File: config.mk
export PLATFORM = sky130hd
export DESIGN_NAME = swp_slave
export DESIGN_NICKNAME = d
export VERILOG_FILES = /design/src/verilog/swp_pkg.sv /design/src/verilog/swp_slave.sv
export SDC_FILE = /design/constraint.sdc
export NUM_CORES = 1
export LEC_CHECK = 0
export ABC_AREA = 1
export BUFFER_PORTS_ARGS = -buffer_cell sky130_fd_sc_hd__buf_2
export CAP_MARGIN = 25
export CORE_ASPECT_RATIO = 1.25
export CORE_MARGIN = 3
export CORE_UTILIZATION = 66
export CTS_CLUSTER_DIAMETER = 50
export DETAILED_ROUTE_END_ITERATION = 8
export HOLD_SLACK_MARGIN = 0.12
export PLACE_DENSITY = 0.81
export SETUP_SLACK_MARGIN = 0.05
export SYNTH_ARGS = -nofsm -noshare
export SYNTH_HDL_FRONTEND = slang
export SYNTH_SLANG_ARGS = --single-unit
File: constraint.sdc
create_clock -name ref_clk -period 4.8 [get_ports ref_clk]
set_input_delay 0.96 -clock ref_clk [delete_from_list [all_inputs] [get_ports ref_clk]]
set_output_delay 0.96 -clock ref_clk [all_outputs]
set_load 0.1 [all_outputs]
File: src/verilog/swp_pkg.sv
/*
  Constants, timing counts and carrier types for the single-wire
  pulse-width slave. Assumes a 250 MHz clock; all pulse figures in us.
*/
`default_nettype none
package swp_pkg;

  localparam real CLK_MHZ = 250.0;

  // Pulse figures in microseconds
  localparam real MIN_IDLE_TIME_US = 11.0;
  localparam real ACTIVITY_DETECT_WINDOW_US = 9.6;
  localparam real MASTER_SHORT_PULSE_MAX_US = 17.0;
  localparam real MASTER_LONG_PULSE_MIN_US = 35.4;
  localparam real MASTER_LONG_PULSE_MAX_US = 48.9;
  localparam real SLAVE_READ_ONE_MIN_US = 28.3;
  localparam real SLAVE_READ_ONE_MAX_US = 38.3;
  localparam real START_PULSE_MIN_US = 80.0;
  localparam real START_PULSE_MAX_US = 109.0;
  localparam real ATTENTION_PULSE_MIN_US = 165.0;
  localparam real ATTENTION_PULSE_MAX_US = 228.0;
  localparam real RESET_PULSE_MIN_US = 354.0;

  // Class boundaries lie midway between neighbouring widths
  localparam real TH_D0_D1_US = (MASTER_SHORT_PULSE_MAX_US + MASTER_LONG_PULSE_MIN_US) / 2.0;
  localparam real TH_D1_START_US = (MASTER_LONG_PULSE_MAX_US + START_PULSE_MIN_US) / 2.0;
  localparam real TH_START_ATN_US = (START_PULSE_MAX_US + ATTENTION_PULSE_MIN_US) / 2.0;
  localparam real TH_ATN_RST_US = (ATTENTION_PULSE_MAX_US + RESET_PULSE_MIN_US) / 2.0;
  localparam real READ_ONE_NOM_US = (SLAVE_READ_ONE_MIN_US + SLAVE_READ_ONE_MAX_US) / 2.0;
  localparam real ATTENTION_NOM_US = (ATTENTION_PULSE_MIN_US + ATTENTION_PULSE_MAX_US) / 2.0;

  function automatic int cyc_least(input real us);
    int c;
    c = int'($ceil(us * CLK_MHZ));
    return (c < 1) ? 1 : c;
  endfunction : cyc_least

  function automatic int cyc_most(input real us);
    int c;
    c = int'($floor(us * CLK_MHZ));
    return (c < 1) ? 1 : c;
  endfunction : cyc_most

  localparam int MIN_IDLE_CYC = cyc_least(MIN_IDLE_TIME_US);
  localparam int DETECT_CYC = cyc_most(ACTIVITY_DETECT_WINDOW_US);
  localparam int TH_D0_D1_CYC = cyc_most(TH_D0_D1_US);
  localparam int TH_D1_START_CYC = cyc_most(TH_D1_START_US);
  localparam int TH_START_ATN_CYC = cyc_most(TH_START_ATN_US);
  localparam int TH_ATN_RST_CYC = cyc_most(TH_ATN_RST_US);
  localparam int READ_ONE_CYC = cyc_most(READ_ONE_NOM_US);
  localparam int ATTENTION_CYC = cyc_most(ATTENTION_NOM_US);
  localparam int RESET_DRIVE_CYC = cyc_least(RESET_PULSE_MIN_US);

  localparam int CNT_W = 17;
  localparam logic [3:0] SUPPRESS_BITS = 4'hE;
  localparam logic [2:0] ADDR_PIN_LOW = 3'h1;
  localparam logic [2:0] ADDR_PIN_HIGH = 3'h2;

  typedef enum logic [2:0] {
    SYM_D0 = 3'h0,
    SYM_D1 = 3'h1,
    SYM_START = 3'h2,
    SYM_ATN = 3'h3,
    SYM_RST = 3'h4
  } swp_sym_type;

  typedef enum logic [1:0] {
    DRV_POR = 2'h3,
    DRV_IDLE = 2'h0,
    DRV_RD1 = 2'h1,
    DRV_ATN = 2'h2
  } swp_drv_type;

  typedef struct packed {
    swp_sym_type kind;
    logic own_drive;
  } swp_word_type;

endpackage : swp_pkg
`default_nettype wire

File: src/verilog/swp_slave.sv
/*
  Bit-level slave of a single-wire open-drain pulse-width bus, plus its
  two-entry output buffer. Assumes swd_in is synchronous to ref_clk and
  that the pad resolves swd_out/swd_oe_n into the wire.
*/
`timescale 1ns/100ps
`default_nettype none

module swp_buf #(
  parameter int W = 4,
  parameter int DEPTH = 2
) (
  input wire logic ref_clk,
  input wire logic rst,
  input wire logic in_valid,
  output logic in_ready,
  input wire logic [W-1:0] in_data,
  output logic out_valid,
  input wire logic out_ready,
  output logic [W-1:0] out_data
);
  localparam int PW = (DEPTH > 1) ? $clog2(DEPTH) : 1;
  logic [W-1:0] mem_r [DEPTH];
  logic [PW-1:0] wr_r;
  logic [PW-1:0] rd_r;
  logic [PW:0] cnt_r;
  logic push;
  logic pop;

  assign in_ready = (cnt_r != (PW+1)'(DEPTH));
  assign out_valid = (cnt_r != '0);
  assign out_data = mem_r[rd_r];
  assign push = in_valid && in_ready;
  assign pop = out_valid && out_ready;

  always_ff @(posedge ref_clk) begin
    if (push) begin
      mem_r[wr_r] <= in_data;
    end
  end

  always_ff @(posedge ref_clk or posedge rst) begin
    if (rst) begin
      wr_r <= '0;
      rd_r <= '0;
      cnt_r <= '0;
    end else begin
      if (push) begin
        wr_r <= (wr_r == PW'(DEPTH - 1)) ? '0 : wr_r + 1'b1;
      end
      if (pop) begin
        rd_r <= (rd_r == PW'(DEPTH - 1)) ? '0 : rd_r + 1'b1;
      end
      cnt_r <= cnt_r + (PW+1)'(push) - (PW+1)'(pop);
    end
  end
endmodule : swp_buf

module swp_slave import swp_pkg::*; #(
  parameter int unsigned TH_D0_D1 = TH_D0_D1_CYC,
  parameter int unsigned TH_D1_START = TH_D1_START_CYC,
  parameter int unsigned TH_START_ATN = TH_START_ATN_CYC,
  parameter int unsigned TH_ATN_RST = TH_ATN_RST_CYC,
  parameter int unsigned RD1_CYC = READ_ONE_CYC,
  parameter int unsigned ATN_CYC = ATTENTION_CYC,
  parameter int unsigned RST_CYC = RESET_DRIVE_CYC,
  parameter logic [2:0] ADDR_LOW = ADDR_PIN_LOW,
  parameter logic [2:0] ADDR_HIGH = ADDR_PIN_HIGH
) (
  input wire logic ref_clk,
  input wire logic rst,
  input wire logic swd_in,
  output logic swd_out,
  output logic swd_oe_n,
  input wire logic addr_sel,
  output logic [2:0] dev_addr,
  input wire logic rd_arm,
  input wire logic rd_one,
  input wire logic atn_req,
  output logic atn_busy,
  output logic atn_allowed,
  output logic bus_idle,
  output logic start_seen,
  output logic reset_seen,
  output logic overrun,
  output logic rx_valid,
  input wire logic rx_ready,
  output swp_word_type rx_data
);

  logic line_r;
  logic prev_r;
  logic [CNT_W-1:0] low_cnt_r;
  logic [CNT_W-1:0] high_cnt_r;
  logic [CNT_W-1:0] drv_cnt_r;
  logic [3:0] supp_cnt_r;
  logic own_r;
  logic strap_r;
  logic start_r;
  logic reset_r;
  logic overrun_r;
  logic [2:0] addr_r;
  swp_drv_type drv_state_r;
  swp_drv_type drv_state_nxt;
  logic fell;
  logic rose;
  logic idle;
  logic in_window;
  logic go_atn;
  logic go_rd1;
  logic drv_done;
  logic sym_valid;
  logic sym_ready;
  swp_word_type sym_nxt;

  // Line sampling and edges
  always_ff @(posedge ref_clk or posedge rst) begin
    if (rst) begin
      line_r <= 1'b1;
      prev_r <= 1'b1;
    end else begin
      line_r <= swd_in;
      prev_r <= line_r;
    end
  end

  assign fell = prev_r && !line_r;
  assign rose = !prev_r && line_r;

  // Low time of the current pulse, saturating
  always_ff @(posedge ref_clk or posedge rst) begin
    if (rst) begin
      low_cnt_r <= '0;
    end else if (fell) begin
      low_cnt_r <= CNT_W'(1);
    end else if (!line_r && low_cnt_r != '1) begin
      low_cnt_r <= low_cnt_r + 1'b1;
    end
  end

  // High time since the last pulse, saturating at the idle mark
  always_ff @(posedge ref_clk or posedge rst) begin
    if (rst) begin
      high_cnt_r <= '0;
    end else if (!line_r) begin
      high_cnt_r <= '0;
    end else if (high_cnt_r < CNT_W'(MIN_IDLE_CYC)) begin
      high_cnt_r <= high_cnt_r + 1'b1;
    end
  end

  assign idle = line_r && (high_cnt_r >= CNT_W'(MIN_IDLE_CYC));
  assign in_window = !line_r && (low_cnt_r < CNT_W'(DETECT_CYC)) && !own_r;

  // Classification at the rising edge ending each pulse
  always_comb begin
    sym_nxt.own_drive = own_r;
    if (low_cnt_r >= CNT_W'(TH_ATN_RST)) begin
      sym_nxt.kind = SYM_RST;
    end else if (low_cnt_r >= CNT_W'(TH_START_ATN)) begin
      sym_nxt.kind = SYM_ATN;
    end else if (low_cnt_r >= CNT_W'(TH_D1_START)) begin
      sym_nxt.kind = SYM_START;
    end else if (low_cnt_r >= CNT_W'(TH_D0_D1)) begin
      sym_nxt.kind = SYM_D1;
    end else begin
      sym_nxt.kind = SYM_D0;
    end
  end

  assign sym_valid = rose;

  // Remember that our own drive shaped this pulse
  always_ff @(posedge ref_clk or posedge rst) begin
    if (rst) begin
      own_r <= 1'b0;
    end else if (rose) begin
      own_r <= 1'b0;
    end else if (drv_state_r != DRV_IDLE) begin
      own_r <= 1'b1;
    end
  end

  // Event pulses and lost-word flag
  always_ff @(posedge ref_clk or posedge rst) begin
    if (rst) begin
      start_r <= 1'b0;
      reset_r <= 1'b0;
      overrun_r <= 1'b0;
    end else begin
      start_r <= rose && (sym_nxt.kind == SYM_START);
      reset_r <= rose && (sym_nxt.kind == SYM_RST);
      if (sym_valid && !sym_ready) begin
        overrun_r <= 1'b1;
      end
    end
  end

  // Attention suppression after a bus reset
  always_ff @(posedge ref_clk or posedge rst) begin
    if (rst) begin
      supp_cnt_r <= SUPPRESS_BITS;
    end else if (rose && sym_nxt.kind == SYM_RST) begin
      supp_cnt_r <= SUPPRESS_BITS;
    end else if (rose && supp_cnt_r != 4'h0 && !own_r &&
                 (sym_nxt.kind == SYM_D0 || sym_nxt.kind == SYM_D1)) begin
      supp_cnt_r <= supp_cnt_r - 4'h1;
    end
  end

  // Address strap taken on the first clock after reset release
  always_ff @(posedge ref_clk or posedge rst) begin
    if (rst) begin
      strap_r <= 1'b0;
      addr_r <= 3'h0;
    end else if (!strap_r) begin
      strap_r <= 1'b1;
      addr_r <= addr_sel ? ADDR_HIGH : ADDR_LOW;
    end
  end

  // Drive sequencer
  assign atn_allowed = (supp_cnt_r == 4'h0);
  assign go_atn = atn_req && atn_allowed && (idle || in_window);
  assign go_rd1 = fell && rd_arm && rd_one && !go_atn;
  assign drv_done = (drv_state_r == DRV_POR && drv_cnt_r == CNT_W'(RST_CYC - 1)) ||
                    (drv_state_r == DRV_RD1 && drv_cnt_r == CNT_W'(RD1_CYC - 1)) ||
                    (drv_state_r == DRV_ATN && drv_cnt_r == CNT_W'(ATN_CYC - 1));

  always_comb begin
    drv_state_nxt = drv_state_r;
    case (drv_state_r)
      DRV_POR: begin
        if (drv_done) begin
          drv_state_nxt = DRV_IDLE;
        end
      end
      DRV_IDLE: begin
        if (go_atn) begin
          drv_state_nxt = DRV_ATN;
        end else if (go_rd1) begin
          drv_state_nxt = DRV_RD1;
        end
      end
      DRV_RD1: begin
        if (drv_done) begin
          drv_state_nxt = DRV_IDLE;
        end
      end
      DRV_ATN: begin
        if (drv_done) begin
          drv_state_nxt = DRV_IDLE;
        end
      end
      default: begin
        drv_state_nxt = DRV_IDLE;
      end
    endcase
  end

  always_ff @(posedge ref_clk or posedge rst) begin
    if (rst) begin
      drv_state_r <= DRV_POR;
    end else begin
      drv_state_r <= drv_state_nxt;
    end
  end

  always_ff @(posedge ref_clk or posedge rst) begin
    if (rst) begin
      drv_cnt_r <= '0;
    end else if (drv_state_nxt != drv_state_r) begin
      drv_cnt_r <= '0;
    end else if (drv_state_r != DRV_IDLE) begin
      drv_cnt_r <= drv_cnt_r + 1'b1;
    end
  end

  assign swd_out = 1'b0;
  assign swd_oe_n = (drv_state_r == DRV_IDLE);
  assign atn_busy = (drv_state_r == DRV_ATN);
  assign bus_idle = idle;
  assign start_seen = start_r;
  assign reset_seen = reset_r;
  assign overrun = overrun_r;
  assign dev_addr = addr_r;

  swp_buf #(
    .W($bits(swp_word_type)),
    .DEPTH(2)
  ) u_buf (
    .ref_clk(ref_clk),
    .rst(rst),
    .in_valid(sym_valid),
    .in_ready(sym_ready),
    .in_data(sym_nxt),
    .out_valid(rx_valid),
    .out_ready(rx_ready),
    .out_data(rx_data)
  );
endmodule : swp_slave
`default_nettype wire

---- Yosys cells after proc, flatten, opt, wreduce, memory -nomap -nowiden ----
Memories as Yosys holds them, arrays and structs flattened.
Index checks and enable logic that the tools add are counted.
cells by class
  multipliers ............................. 0
  bitwise logic cells ..................... 0
  div/mod/pow operators ................... 0
  shift-type cells ........................ 0
  equal/unequal tests ..................... 13
  add/subtract/negate cells ............... 8
  order comparisons ....................... 7
  reductions and logical operators ........ 42
  multiplexer cells ....................... 23
operator list
  kind                     count
  $mux W17                 6
  $add A17 B1 Y17 const B  3
  $lt A17 B12 Y1 const B   2
  $logic_and A1 B1 Y1      22
  $eq A17 B14 Y1 const B   1
  $eq A17 B16 Y1 const B   1
  $eq A17 B17 Y1 const B   1
  $ge A17 B12 Y1 const B   1
  $ge A17 B13 Y1 const B   1
  $ge A17 B14 Y1 const B   1
  $ge A17 B16 Y1 const B   1
  $ge A17 B17 Y1 const B   1
  $ne A17 B17 Y1 const B   1
  $mux W2                  6
  $reduce_bool A2 Y1       6
  $mux W4                  2
  $mux W1                  7
  $logic_not A1 Y1         5
  $eq A2 B2 Y1 const B     2
  $logic_not A4 Y1         1
  $logic_or A1 B1 Y1       4
  $pmux W2 S2              1
  $reduce_bool A4 Y1       1
  $sub A4 B1 Y4 const B    1
  other kinds (14)         15
storage, ports and cells
  bits of input ports ..................... 8
  word-level logic and storage cells ...... 110
  memory bits (writable) .................. 8
  flip-flop bits (word level) ............. 71
  output and inout port bits .............. 16
  bits in read-only memories .............. 0
  memories ................................ 1
  latch bits .............................. 0
memories
  memory       words  width  read ports  clocked after memory_dff  wr ports  RTL line         RTL
  u_buf.mem_r  2      4      1           0                         1         swp_slave.sv:23  logic [W-1:0] mem_r [DEPTH];

---- Logic depth before layout (Yosys ltp) ----
Gate-level depths: netlist (run 1).
  depth after elaboration ................. 12
  mapped depth ............................ 15
  gate-level depth less buffers ........... 15

---- Modules after synthesis ----
A second synthesis (run 1) with hierarchy kept.
unflattened totals
  cell total of the unflattened synthesis .. 530
  area total of the unflattened synthesis .. 4257.8 um2
modules (own cells, without submodules)
  module     cells an instance  instances  seq. area each (um2)  area an instance (um2)
  swp_slave  477                1          1660.3                3737.3
  swp_buf    53                 1          340.3                 520.5

---- Worst setup path before layout (run 1) ----
Ideal clock, no wire load.
  path type ............................... register to register
  start point ............................. reg drv_state_r[1]
  end point ............................... reg drv_cnt_r[2]
  setup slack ............................. 1.950 ns
  setup time .............................. 0.124 ns
  stages on the path, launching flop included .. 11
  path buffers ............................ 1
  required time ........................... 4.676 ns
  clock period less this slack ............ 2.850 ns
  arrival ................................. 2.726 ns
  cells stage by stage .................... dfstp_2 > inv_1 > nor2_1 > nand4_1 > nor3_1 > inv_1 > nand2_1 > inv_1 > nand3_4 > buf_6 > a21oi_2
on the way
  elaborated cells on any way between the ends .. 18
  those cells by class .................... eq/ne: 4; mux: 5; reduce/logical: 9
RTL lines
  what                                            RTL line                                              RTL
  start: declaration                              swp_slave.sv:103                                      swp_drv_type drv_state_r;
  start signal: assignment                        swp_slave.sv:265                                      drv_state_r <= drv_state_nxt;
  $eq A2 B2 Y1 (*)                                n/a
  net atn_busy                                    swp_slave.sv:80                                       output logic atn_busy,
  $logic_and A1 B1 Y1                             swp_slave.sv:228                                      (drv_state_r == DRV_ATN && drv_cnt_r == CNT_W'(ATN_CYC - 1));
  $logic_or A1 B1 Y1                              swp_slave.sv:227                                      (drv_state_r == DRV_RD1 && drv_cnt_r == CNT_W'(RD1_CYC - 1)) ||
  $mux W2                                         swp_slave.sv:234, swp_slave.sv:246, swp_slave.sv:251
  $pmux W2 S2 (*)                                 swp_slave.sv:232                                      case (drv_state_r)
  $ne A2 B2 Y1 (*)                                swp_slave.sv:272                                      end else if (drv_state_nxt != drv_state_r) begin
  $mux W17 or $reduce_bool A2 Y1 (tied branches)  n/a
  end signal: assignment                          swp_slave.sv:275                                      drv_cnt_r <= drv_cnt_r + 1'b1;
  end: declaration                                swp_slave.sv:95                                       logic [CNT_W-1:0] drv_cnt_r;
The timed path passes the listed nets; every way through them passes the cells marked *.
A chain may end at the register's enable or synchronous reset.

---- Final worst setup path (run 1) ----
  start point ............................. reg high_cnt_r[6]
  end point ............................... out bus_idle
on the way
  cells in the longest elaborated chain, start to end .. 2
RTL lines
  what                      RTL line          RTL
  start: declaration        swp_slave.sv:94   logic [CNT_W-1:0] high_cnt_r;
  start signal: assignment  swp_slave.sv:148  high_cnt_r <= high_cnt_r + 1'b1;
  $ge A17 B12 Y1            swp_slave.sv:152  assign idle = line_r && (high_cnt_r >= CNT_W'(MIN_IDLE_CYC));
  $logic_and A1 B1 Y1       swp_slave.sv:152
  end: declaration          swp_slave.sv:82   output logic bus_idle,
Every way passes these cells.

==> results.sh, run 1 <==
export IMPL_crit_path_top_delay_cell="dfrtp_1"
export IMPL_core_area_um2=5970
export IMPL_timing_rr_start="low_cnt_r[1]$_DFFE_PP0P_"
export IMPL_clk_pin_slew_ps=90
export IMPL_dieArea_um2=7390
export IMPL_dp_cells=613
export IMPL_setup_worst_path_end_class="primary output"
export IMPL_rows=31
export IMPL_cts_root_buf="clkbuf_8"
export IMPL_fin_area_um2=4670
export IMPL_antennaDiodeCount=0
export IMPL_synthArstFlopShare_pct=89.7
export IMPL_htreeDepth=3
export IMPL_drt_initial_drc_count=262
export IMPL_antenna_found_initial=0
export IMPL_io_pin_count=24
export IMPL_die_w_um=77.5
export IMPL_timing_hold_ws_ps=470
export IMPL_hpwl_um=6400
export IMPL_netlist_instances=514
export IMPL_placed_cell_area_um2=4410
export IMPL_layout_setup_ws_ps=1760
export IMPL_synth_area_um2=4220
export IMPL_maxCapViolations=0
export IMPL_hp_class="reg2reg"
export IMPL_yosys_warnings=0
export IMPL_seq_area_frac_synth_pct=47.5
export IMPL_post_route_min_period_ps=3040
export IMPL_ctsHoldBuffers=0
export IMPL_pwr_density_cell_nw_per_um2=361
export IMPL_regToRegSetupSlack_ps=2030
export IMPL_cp_num_buf_inv=2
export IMPL_cts_tree="yes"
export IMPL_vias_per_cell=5.75
export IMPL_num_vias=3617
export IMPL_slew_violations=0
export IMPL_grt_pass1_vias=3477
export IMPL_grt_max_degree=35
export IMPL_gp_congestion=0.949
export IMPL_vdd_drop_max_v=0.000243
export IMPL_start_util_pct=70.6
export IMPL_crit_arrival_ps=2080
export IMPL_hold_viol_final=0
export IMPL_cpMostUsedCell="nand2_1"
export IMPL_cts_sinks=78
export IMPL_path_cells="inv_2, nand2_1, nor2_1, nand2_1, nand2_1, nand2_2, nand2_4, nand2_2, nand2_1, buf_2"
export IMPL_grt_setup_unrepaired="no"
export IMPL_grt_util_all_layers_pct=25.9
export IMPL_fin_tns_setup_ps=0
export IMPL_fp_dieH_um=95.4
export IMPL_cts_setup_buffers=0
export IMPL_synth_top_cell_area_share_pct=37.4
export IMPL_fmax_mhz=329
export IMPL_ys_flop_type="dfrtp_1"
export IMPL_firstDrtPassIters=7
export IMPL_hold_start="overrun$_DFFE_PP0P_"
export IMPL_routedWlPerCell_um=14.2
export IMPL_synth_avg_cell_area_um2=8.20
export IMPL_hold_end="overrun$_DFFE_PP0P_"
export IMPL_cts_max_path_buffers=2
export IMPL_synth_edff_count=8
export IMPL_slowest_delay_ps=450
export IMPL_postCtsResizedCells=0
export IMPL_drive_gt1_share_pct=15.4
export IMPL_dp_worst_setup_slack_ps=2100
export IMPL_period_share_pct=63.2
export IMPL_ys_types=44
export IMPL_finalPower_mw=1.69
export IMPL_setup_viol=0
export IMPL_antenna_left=0
export IMPL_path_class="reg2out"
export IMPL_wirelength_um=8940
export IMPL_outcome="completed"
export IMPL_finalClockSkew_ps=11.6
export IMPL_io_buffer_count=21
export IMPL_synth_top_area_cell="dfrtp_1"
export IMPL_syn_to_final_growth_pct=10.7
export IMPL_crit_required_ps=3840
export IMPL_nets=559
export IMPL_cts_buffers=9
export IMPL_layout_cells_non_filler=629
export IMPL_grt_pass1_wl_um=15200
export IMPL_drc=0
export IMPL_synth_top_cells_by_area="dfrtp_1 (37%), inv_1 (7.7%), nand2_1 (7.4%), edfxtp_1 (5.7%), dfstp_2 (4.4%)"
export IMPL_clock_latency_ps=350
export IMPL_overflow=0
export IMPL_reg2reg_depth=15
export IMPL_synth_seq_cells=78
export IMPL_power_leakage_nw=2.19
export IMPL_path_depth=10
export IMPL_crit_family="simple AND/OR/NAND/NOR gates"
export IMPL_r2r_end="low_cnt_r[15]$_DFFE_PP0P_"
export IMPL_cp_start_kind="flop"
export IMPL_hold_depth=1
export IMPL_cp_max_fo=11
export IMPL_fin_util_pct=78.2
export IMPL_fillers=444
==> worst max path at each step <==
stage	from	end
floorplan	drv_state_r[1]$_DFF_PP1_	drv_cnt_r[2]$_DFFE_PP0P_
global placement	low_cnt_r[1]$_DFFE_PP0P_	low_cnt_r[14]$_DFFE_PP0P_
detailed placement	low_cnt_r[1]$_DFFE_PP0P_	low_cnt_r[14]$_DFFE_PP0P_
CTS	high_cnt_r[6]$_DFFE_PP0P_	bus_idle
global route	high_cnt_r[6]$_DFFE_PP0P_	bus_idle
finish	high_cnt_r[6]$_DFFE_PP0P_	bus_idle
==> kinds of logic (layout without fill, tap and decap cells) <==
| family | count (synthesis) | in the layout | share of synthesized area (%) |
|---|---|---|---|
| AOI/OAI and AO/OA | 64 | 64 | 8.43 |
| adders and majority gates | 9 | 9 | 2.67 |
| other | 2 | 3 | 0.178 |
| xor gates and xnor gates | 13 | 13 | 2.70 |
| muxes | 5 | 5 | 1.34 |
| DFF | 78 | 78 | 47.5 |
| buffers and inverters | 96 | 128 | 9.05 |
| and+or+nand+nor | 247 | 247 | 28.2 |
==> routing by layer <==
| layer | GRT usage (%) | part of all wire [%] | up-vias |
|---|---|---|---|
| li1 | - | - | 1735 |
| met1 | 31.4 | 41 | 1718 |
| met2 | 45.4 | 51 | 134 |
| met3 | 5.58 | 5.7 | 30 |
| met4 | 9.79 | 2.6 | 0 |
| met5 | 0 | 0 | - |
==> synthesized netlist by cell type, types with 3 or more instances <==
library cell / instances
xnor2_1: 3
o21ai_0: 25
nor3_1: 24
nor2_2: 14
mux2_2: 5
nor4_1: 7
a21oi_1: 26
nand2_2: 6
dfrtp_1: 63
dfstp_2: 7
ha_1: 9
nand4_1: 17
xor2_1: 10
nor2_1: 49
buf_4: 3
nand2_1: 83
inv_2: 3
inv_1: 86
edfxtp_1: 8
nand3_1: 34
==> where the power goes <==
group | leakage, nW | internal (mW) | switching [mW]
combinational | 1.08 | 0.0708 | 0.248
sequential | 0.978 | 0.708 | 0.0332
clock | 0.132 | 0.380 | 0.247
total | 2.19 | 1.16 | 0.527
==> worst register-to-register path: cells and delay by family, from the launching register on <==
family,cells,cell delay (ps)
compound gates,2,210
fa+ha+maj,2,450
buf+inv,2,250
flops,1,430
simple gates,9,1310
==> state kept, by name, summed over array words and instances, names as in the netlist <==
register,count
dev_addr,2
drv_cnt_r,17
drv_state_r,2
high_cnt_r,17
line_r,1
low_cnt_r,17
overrun,1
own_r,1
prev_r,1
reset_seen,1
start_seen,1
strap_r,1
supp_cnt_r,4
u_buf.cnt_r,2
u_buf.mem_r,8
u_buf.rd_r,1
u_buf.wr_r,1
==> cell usage in the layout (no fill, tap or decap), types with 3 or more instances in the layout <==
master     instances
a21oi_1           26
buf_2             21
bufinv_16          3
clkbuf_8           9
conb_1             3
dfrtp_1           63
dfstp_2            7
edfxtp_1           8
ha_1               9
inv_1             85
inv_2              4
mux2_2             5
nand2_1           83
nand2_2            6
nand3_1           34
nand4_1           17
nor2_1            49
nor2_2            14
nor3_1            24
nor4_1             7
o21ai_0           25
xnor2_1            3
xor2_1            10
==> cell type report <==
cell class              count  area [µm²]  share of cell area (%)
flip-flops and latches     78        2000                    42.9
repair buffers             23         133                    2.84
clock buffers              10         149                    3.19
clock inverters             6         113                    2.41
multi-input cells         341        1840                    39.3
inverters                  89         334                    7.16
well taps                  82         103                    2.20
Power figures use the tool's default switching activity.
==> run 2: changes to the inputs <==
--- a/config.mk
+++ b/config.mk
@@ -10,11 +10,11 @@
 export CAP_MARGIN = 25
 export CORE_ASPECT_RATIO = 1.25
 export CORE_MARGIN = 3
-export CORE_UTILIZATION = 66
+export CORE_UTILIZATION = 55
 export CTS_CLUSTER_DIAMETER = 50
 export DETAILED_ROUTE_END_ITERATION = 8
 export HOLD_SLACK_MARGIN = 0.12
-export PLACE_DENSITY = 0.81
+export PLACE_DENSITY = 0.72
 export SETUP_SLACK_MARGIN = 0.05
 export SYNTH_ARGS = -nofsm -noshare
 export SYNTH_HDL_FRONTEND = slang
==> constraint.sdc (replaced) <==
create_clock -name ref_clk -period 2.6 [get_ports ref_clk]
set_input_delay 0.52 -clock ref_clk [delete_from_list [all_inputs] [get_ports ref_clk]]
set_output_delay 0.52 -clock ref_clk [all_outputs]
set_load 0.1 [all_outputs]
==> results.sh, run 2 (same netlist as run 1, synthesis figures left out) <==
export IMPL_num_vias=3575
export IMPL_finalClockSkew_ps=11.3
export IMPL_nets=565
export IMPL_routedWlPerCell_um=14.0
export IMPL_dieArea_um2=8760
export IMPL_cts_root_buf="clkbuf_8"
export IMPL_slew_headroom_pct=64.5
export IMPL_drive_gt1_share_pct=18.1
export IMPL_sw_frac_of_total_pct=33.3
export IMPL_drc=0
export IMPL_power_switching_mw=1.00
export IMPL_cts_sinks=78
export IMPL_fin_tns_setup_ps=0
export IMPL_final_cell_mix="inv_1 (84), nand2_1 (81), dfrtp_1 (63), nor2_1 (47), nand3_1 (34)"
export IMPL_crit_arrival_ps=2690
export IMPL_path_class="reg2reg"
export IMPL_slew_violations=0
export IMPL_antenna_left=0
export IMPL_hp_class="in2async"
export IMPL_maxCapViolations=0
export IMPL_finalPower_mw=3.00
export IMPL_die_w_um=84.3
export IMPL_rows=35
export IMPL_vdd_drop_max_v=0.000555
export IMPL_io_pin_count=24
export IMPL_p_int_mw=2.00
export IMPL_p_clk_share_pct=34.8
export IMPL_htreeDepth=3
export IMPL_grt_pass1_wl_um=15600
export IMPL_overflow=0
export IMPL_start_util_pct=57.0
export IMPL_grt_max_degree=71
export IMPL_period_share_pct=94.1
export IMPL_cts_buffers=9
export IMPL_seqCellArea_um2=2000
export IMPL_cp_start_kind="flop"
export IMPL_post_route_min_period_ps=2450
export IMPL_cts_max_path_buffers=2
export IMPL_power_frac_comb_pct=19.6
export IMPL_setup_viol=0
export IMPL_fmax_mhz=409
export IMPL_wirelength_um=9060
export IMPL_core_area_um2=7400
export IMPL_final_common_cell="inv_1"
export IMPL_antenna_found_initial=0
export IMPL_power_leakage_nw=2.23
export IMPL_multi_input_area_um2=1900
export IMPL_setup_worst_path_end_class="flop"
export IMPL_placed_cell_area_um2=4450
export IMPL_syn_to_final_growth_pct=12.9
export IMPL_hpwl_um=6360
export IMPL_fillers=618
export IMPL_reg_top3="drv_cnt_r (17), high_cnt_r (17), low_cnt_r (17)"
export IMPL_cts_tree="yes"
export IMPL_vias_per_cell=5.54
export IMPL_clock_latency_ps=350
export IMPL_drt_initial_drc_count=225
export IMPL_hold_viol_final=0
export IMPL_fp_dieH_um=104
export IMPL_gp_congestion=0.905
export IMPL_io_buffer_count=21
export IMPL_antennaDiodeCount=0
export IMPL_grt_util_all_layers_pct=21.4
export IMPL_worstMarginPinSlew_ps=533
export IMPL_power_share_sequential_pct=45.5
export IMPL_grt_pass1_vias=3501
export IMPL_crit_required_ps=2840
export IMPL_ctsHoldBuffers=0
export IMPL_pwr_density_cell_nw_per_um2=630
export IMPL_cp_max_fo=8
export IMPL_fin_area_um2=4760
export IMPL_firstDrtPassIters=5
export IMPL_clk_pin_slew_ps=90
export IMPL_outcome="completed"
-- run 2: power by group through the flow --
| stage | logic (mW) | registers [mW] | clock network, mW |
|---|---|---|---|
| after global placement | 0.565 | 1.38 | 0 |
| after detailed placement | 0.581 | 1.39 | 0 |
| after floorplan | 0.445 | 1.42 | 0 |
| after global routing | 0.637 | 1.38 | 1.11 |
| final | 0.589 | 1.37 | 1.04 |
| after CTS | 0.584 | 1.37 | 1.06 |
-- run 2: stage by stage --
stage	setup WS [ps]	util (%)	hold slack [ps]	cells
floorplan	248	-	386	515
global placement	86.2	60.2	447	627
detailed placement	-163	60.2	453	627
CTS	60.6	63.6	245	643
global route	-17.5	64.3	255	645
finish	153	64.3	211	645
-- run 2: layout make-up --
| class | count | share of cell area, % |
|---|---|---|
| Tap cell | 92 | 2.42 |
| Inverter | 89 | 7.02 |
| Clock buffer | 9 | 2.60 |
| Sequential cell | 78 | 42.0 |
| Multi-Input combinational cell | 341 | 39.9 |
| Timing Repair Buffer | 29 | 3.86 |
| Clock inverter | 7 | 2.18 |
-- run 2: worst paths after layout --
check | start | to | slack, ps | cells past startpoint
max reg2reg | low_cnt_r[1]$_DFFE_PP0P_ | low_cnt_r[15]$_DFFE_PP0P_ | 150 | 15
max in group asynchronous | rst | line_r$_DFF_PP1_ | 2030 | 3
min reg2reg | overrun$_DFFE_PP0P_ | overrun$_DFFE_PP0P_ | 470 | 1
min | rst | drv_cnt_r[0]$_DFFE_PP0P_ | 210 | 3
min in group ref_clk | swd_in | line_r$_DFF_PP1_ | 260 | 1
max | low_cnt_r[1]$_DFFE_PP0P_ | low_cnt_r[15]$_DFFE_PP0P_ | 150 | 15
-- run 2: worst max-delay path, cell delays in order, from the launching register on --
cell and delay [ps]:
dfrtp_1 410, ha_2 220, nand2_2 80, nor2_4 120
nor4b_4 250, inv_1 110, nor4_2 170, ha_2 250
nor2_4 60, inv_2 90, nand2_4 100, nand3b_4 110
nor2_2 50, nand4_1 120, o21ai_1 80, o211a_1 110
-- run 2: routing by layer --
metal | global-route usage (%) | wire length [µm] | up-vias
met1 | 28.2 | 3810 | 1700
met5 | 0 | 0 | -
met4 | 8.74 | 213 | 0
li1 | - | - | 1736
met2 | 35.3 | 4550 | 118
met3 | 3.17 | 479 | 21
-- run 2: repair_timing --
action	4_1_cts	5_1_grt
resized for setup	6	10
setup endpoints to repair	11	11
pin swaps	0	1
setup buffers	0	2
gates cloned	0	0
endpoints found under the hold margin	0	0
==> run 3: changes to the inputs <==
--- a/config.mk
+++ b/config.mk
@@ -10,11 +10,11 @@
 export CAP_MARGIN = 25
 export CORE_ASPECT_RATIO = 1.25
 export CORE_MARGIN = 3
-export CORE_UTILIZATION = 55
+export CORE_UTILIZATION = 66
 export CTS_CLUSTER_DIAMETER = 50
 export DETAILED_ROUTE_END_ITERATION = 8
 export HOLD_SLACK_MARGIN = 0.12
-export PLACE_DENSITY = 0.72
+export PLACE_DENSITY = 0.81
 export SETUP_SLACK_MARGIN = 0.05
 export SYNTH_ARGS = -nofsm -noshare
 export SYNTH_HDL_FRONTEND = slang
==> constraint.sdc (replaced) <==
create_clock -name ref_clk -period 2.99 [get_ports ref_clk]
set_input_delay 0.598 -clock ref_clk [delete_from_list [all_inputs] [get_ports ref_clk]]
set_output_delay 0.598 -clock ref_clk [all_outputs]
set_load 0.1 [all_outputs]
==> results.sh, run 3 (same netlist as run 1, synthesis figures left out) <==
export IMPL_fin_util_pct=77.6
export IMPL_core_area_um2=5970
export IMPL_crit_arrival_ps=2910
export IMPL_cts_tree="yes"
export IMPL_clk_pin_slew_ps=80
export IMPL_worstMarginPinSlew_ps=709
export IMPL_htreeDepth=3
export IMPL_drc=0
export IMPL_fp_dieH_um=95.4
export IMPL_io_pin_count=24
export IMPL_cts_root_buf="clkbuf_8"
export IMPL_hp_class="in2reg"
export IMPL_post_route_min_period_ps=2670
export IMPL_cts_max_path_buffers=2
export IMPL_finalClockSkew_ps=6.24
export IMPL_pwr_density_cell_nw_per_um2=524
export IMPL_grt_pass1_vias=3532
export IMPL_cp_start_kind="flop"
export IMPL_dieArea_um2=7390
export IMPL_antenna_found_initial=0
export IMPL_outcome="completed"
export IMPL_ctsHoldBuffers=0
export IMPL_start_util_pct=70.6
export IMPL_gp_congestion=0.930
export IMPL_cts_buffers=9
export IMPL_setup_viol=0
export IMPL_crit_required_ps=3230
export IMPL_vdd_drop_max_v=0.000391
export IMPL_fillers=451
export IMPL_final_common_cell="inv_1"
export IMPL_die_w_um=77.5
export IMPL_num_vias=3576
export IMPL_cp_max_fo=8
export IMPL_grt_max_degree=39
export IMPL_layout_setup_ws_ps=320
export IMPL_path_cells="ha_1, nand2_1, nor2_2, nor4b_4, inv_1, nor4_2, ha_2, nor2_4, inv_1, nand2_2, nand2_1, nor4_2, nand3_1, o21ai_0, a21oi_1"
export IMPL_antennaDiodeCount=0
export IMPL_routedWlPerCell_um=14.2
export IMPL_syn_to_final_growth_pct=9.91
export IMPL_period_share_pct=89.3
export IMPL_power_leakage_nw=2.18
export IMPL_grt_pass1_wl_um=15300
export IMPL_dp_worst_setup_slack_ps=207
export IMPL_hold_viol_final=0
export IMPL_dp_cells=614
export IMPL_crit_family="simple AND/OR/NAND/NOR gates"
export IMPL_cts_setup_buffers=0
export IMPL_slowest_delay_ps=420
export IMPL_nets=560
export IMPL_antenna_left=0
export IMPL_drive_gt1_share_pct=16.2
export IMPL_grt_setup_unrepaired="no"
export IMPL_grt_util_all_layers_pct=26.0
export IMPL_hpwl_um=6550
export IMPL_rows=31
export IMPL_postCtsResizedCells=0
export IMPL_layout_cells_non_filler=630
export IMPL_slew_headroom_pct=52.7
export IMPL_path_class="reg2reg"
export IMPL_placed_cell_area_um2=4410
export IMPL_fmax_mhz=375
export IMPL_overflow=0
export IMPL_maxCapViolations=0
export IMPL_io_buffer_count=21
export IMPL_reg_top3="drv_cnt_r (17), high_cnt_r (17), low_cnt_r (17)"
export IMPL_slew_violations=0
export IMPL_crit_path_top_delay_cell="dfrtp_1"
export IMPL_vias_per_cell=5.68
export IMPL_final_cell_mix="inv_1 (85), nand2_1 (83), dfrtp_1 (63), nor2_1 (48), nand3_1 (34)"
export IMPL_setup_worst_path_end_class="flop"
export IMPL_cts_sinks=78
export IMPL_clock_latency_ps=350
export IMPL_cp_num_buf_inv=2
export IMPL_fin_tns_setup_ps=0
export IMPL_wirelength_um=8950
export IMPL_firstDrtPassIters=7
export IMPL_drt_initial_drc_count=291
export IMPL_fin_area_um2=4630
run 3: changes by cell type in the layout (fill, tap and decap cells not counted), sizes merged:
cell      before  now
bufinv         2    0
clkbuf         9   13
buf           29   24
clkinv         1    2
clkinvlp       0    1
inv           93   89
run 3: routing by layer:
layer / wire, µm / vias up / share of wire (%) / global-route usage, %
met4: 209 / 0 / 2.3 / 10.5
met2: 4610 / 148 / 52 / 46.9
met5: 0 / - / 0 / 0
met1: 3630 / 1674 / 41 / 31.0
li1: - / 1729 / - / -
met3: 500 / 25 / 5.6 / 4.06
run 3: area by class of cell:
class	count	area [µm²]	area share [%]
sequential	78	2000	43.2
multi-input combinational	341	1870	40.3
inverter	89	334	7.21
clock buffer	13	169	3.65
timing repair buffer	24	140	3.02
tap	82	103	2.21
clock inverter	3	17.5	0.378
run 3: final timing paths:
check	start	endpoint	slack, ps	cells after the start
max	low_cnt_r[1]$_DFFE_PP0P_	low_cnt_r[14]$_DFFE_PP0P_	320	15
min	swd_in	line_r$_DFF_PP1_	340	1
max reg2reg	low_cnt_r[1]$_DFFE_PP0P_	low_cnt_r[14]$_DFFE_PP0P_	320	15
min reg2reg	overrun$_DFFE_PP0P_	overrun$_DFFE_PP0P_	470	1
max in group asynchronous	rst	drv_state_r[1]$_DFF_PP1_	1930	3
min in group asynchronous	rst	high_cnt_r[16]$_DFFE_PP0P_	360	2
run 3: worst register-to-register path, stage by stage (launching register included):
cell and delay [ps]:
dfrtp_1 420, ha_1 210, nand2_1 130, nor2_2 70, nor4b_4 140, inv_1 100, nor4_2 50, ha_2 190
nor2_4 150, inv_1 130, nand2_2 170, nand2_1 160, nor4_2 240, nand3_1 150, o21ai_0 190, a21oi_1 60
run 3: stage by stage:
stage	power, mW	hold slack, ps
floorplan	1.62	386
global placement	1.69	456
detailed placement	1.71	453
CTS	2.45	333
global route	2.53	333
finish	2.43	345
run 3: report_power, final:
part	switching (mW)	internal (mW)	total, mW	leakage (nW)
registers	0.0491	1.14	1.19	0.978
clock network	0.375	0.367	0.743	0.0954
logic	0.389	0.112	0.501	1.11
total	0.813	1.62	2.43	2.18
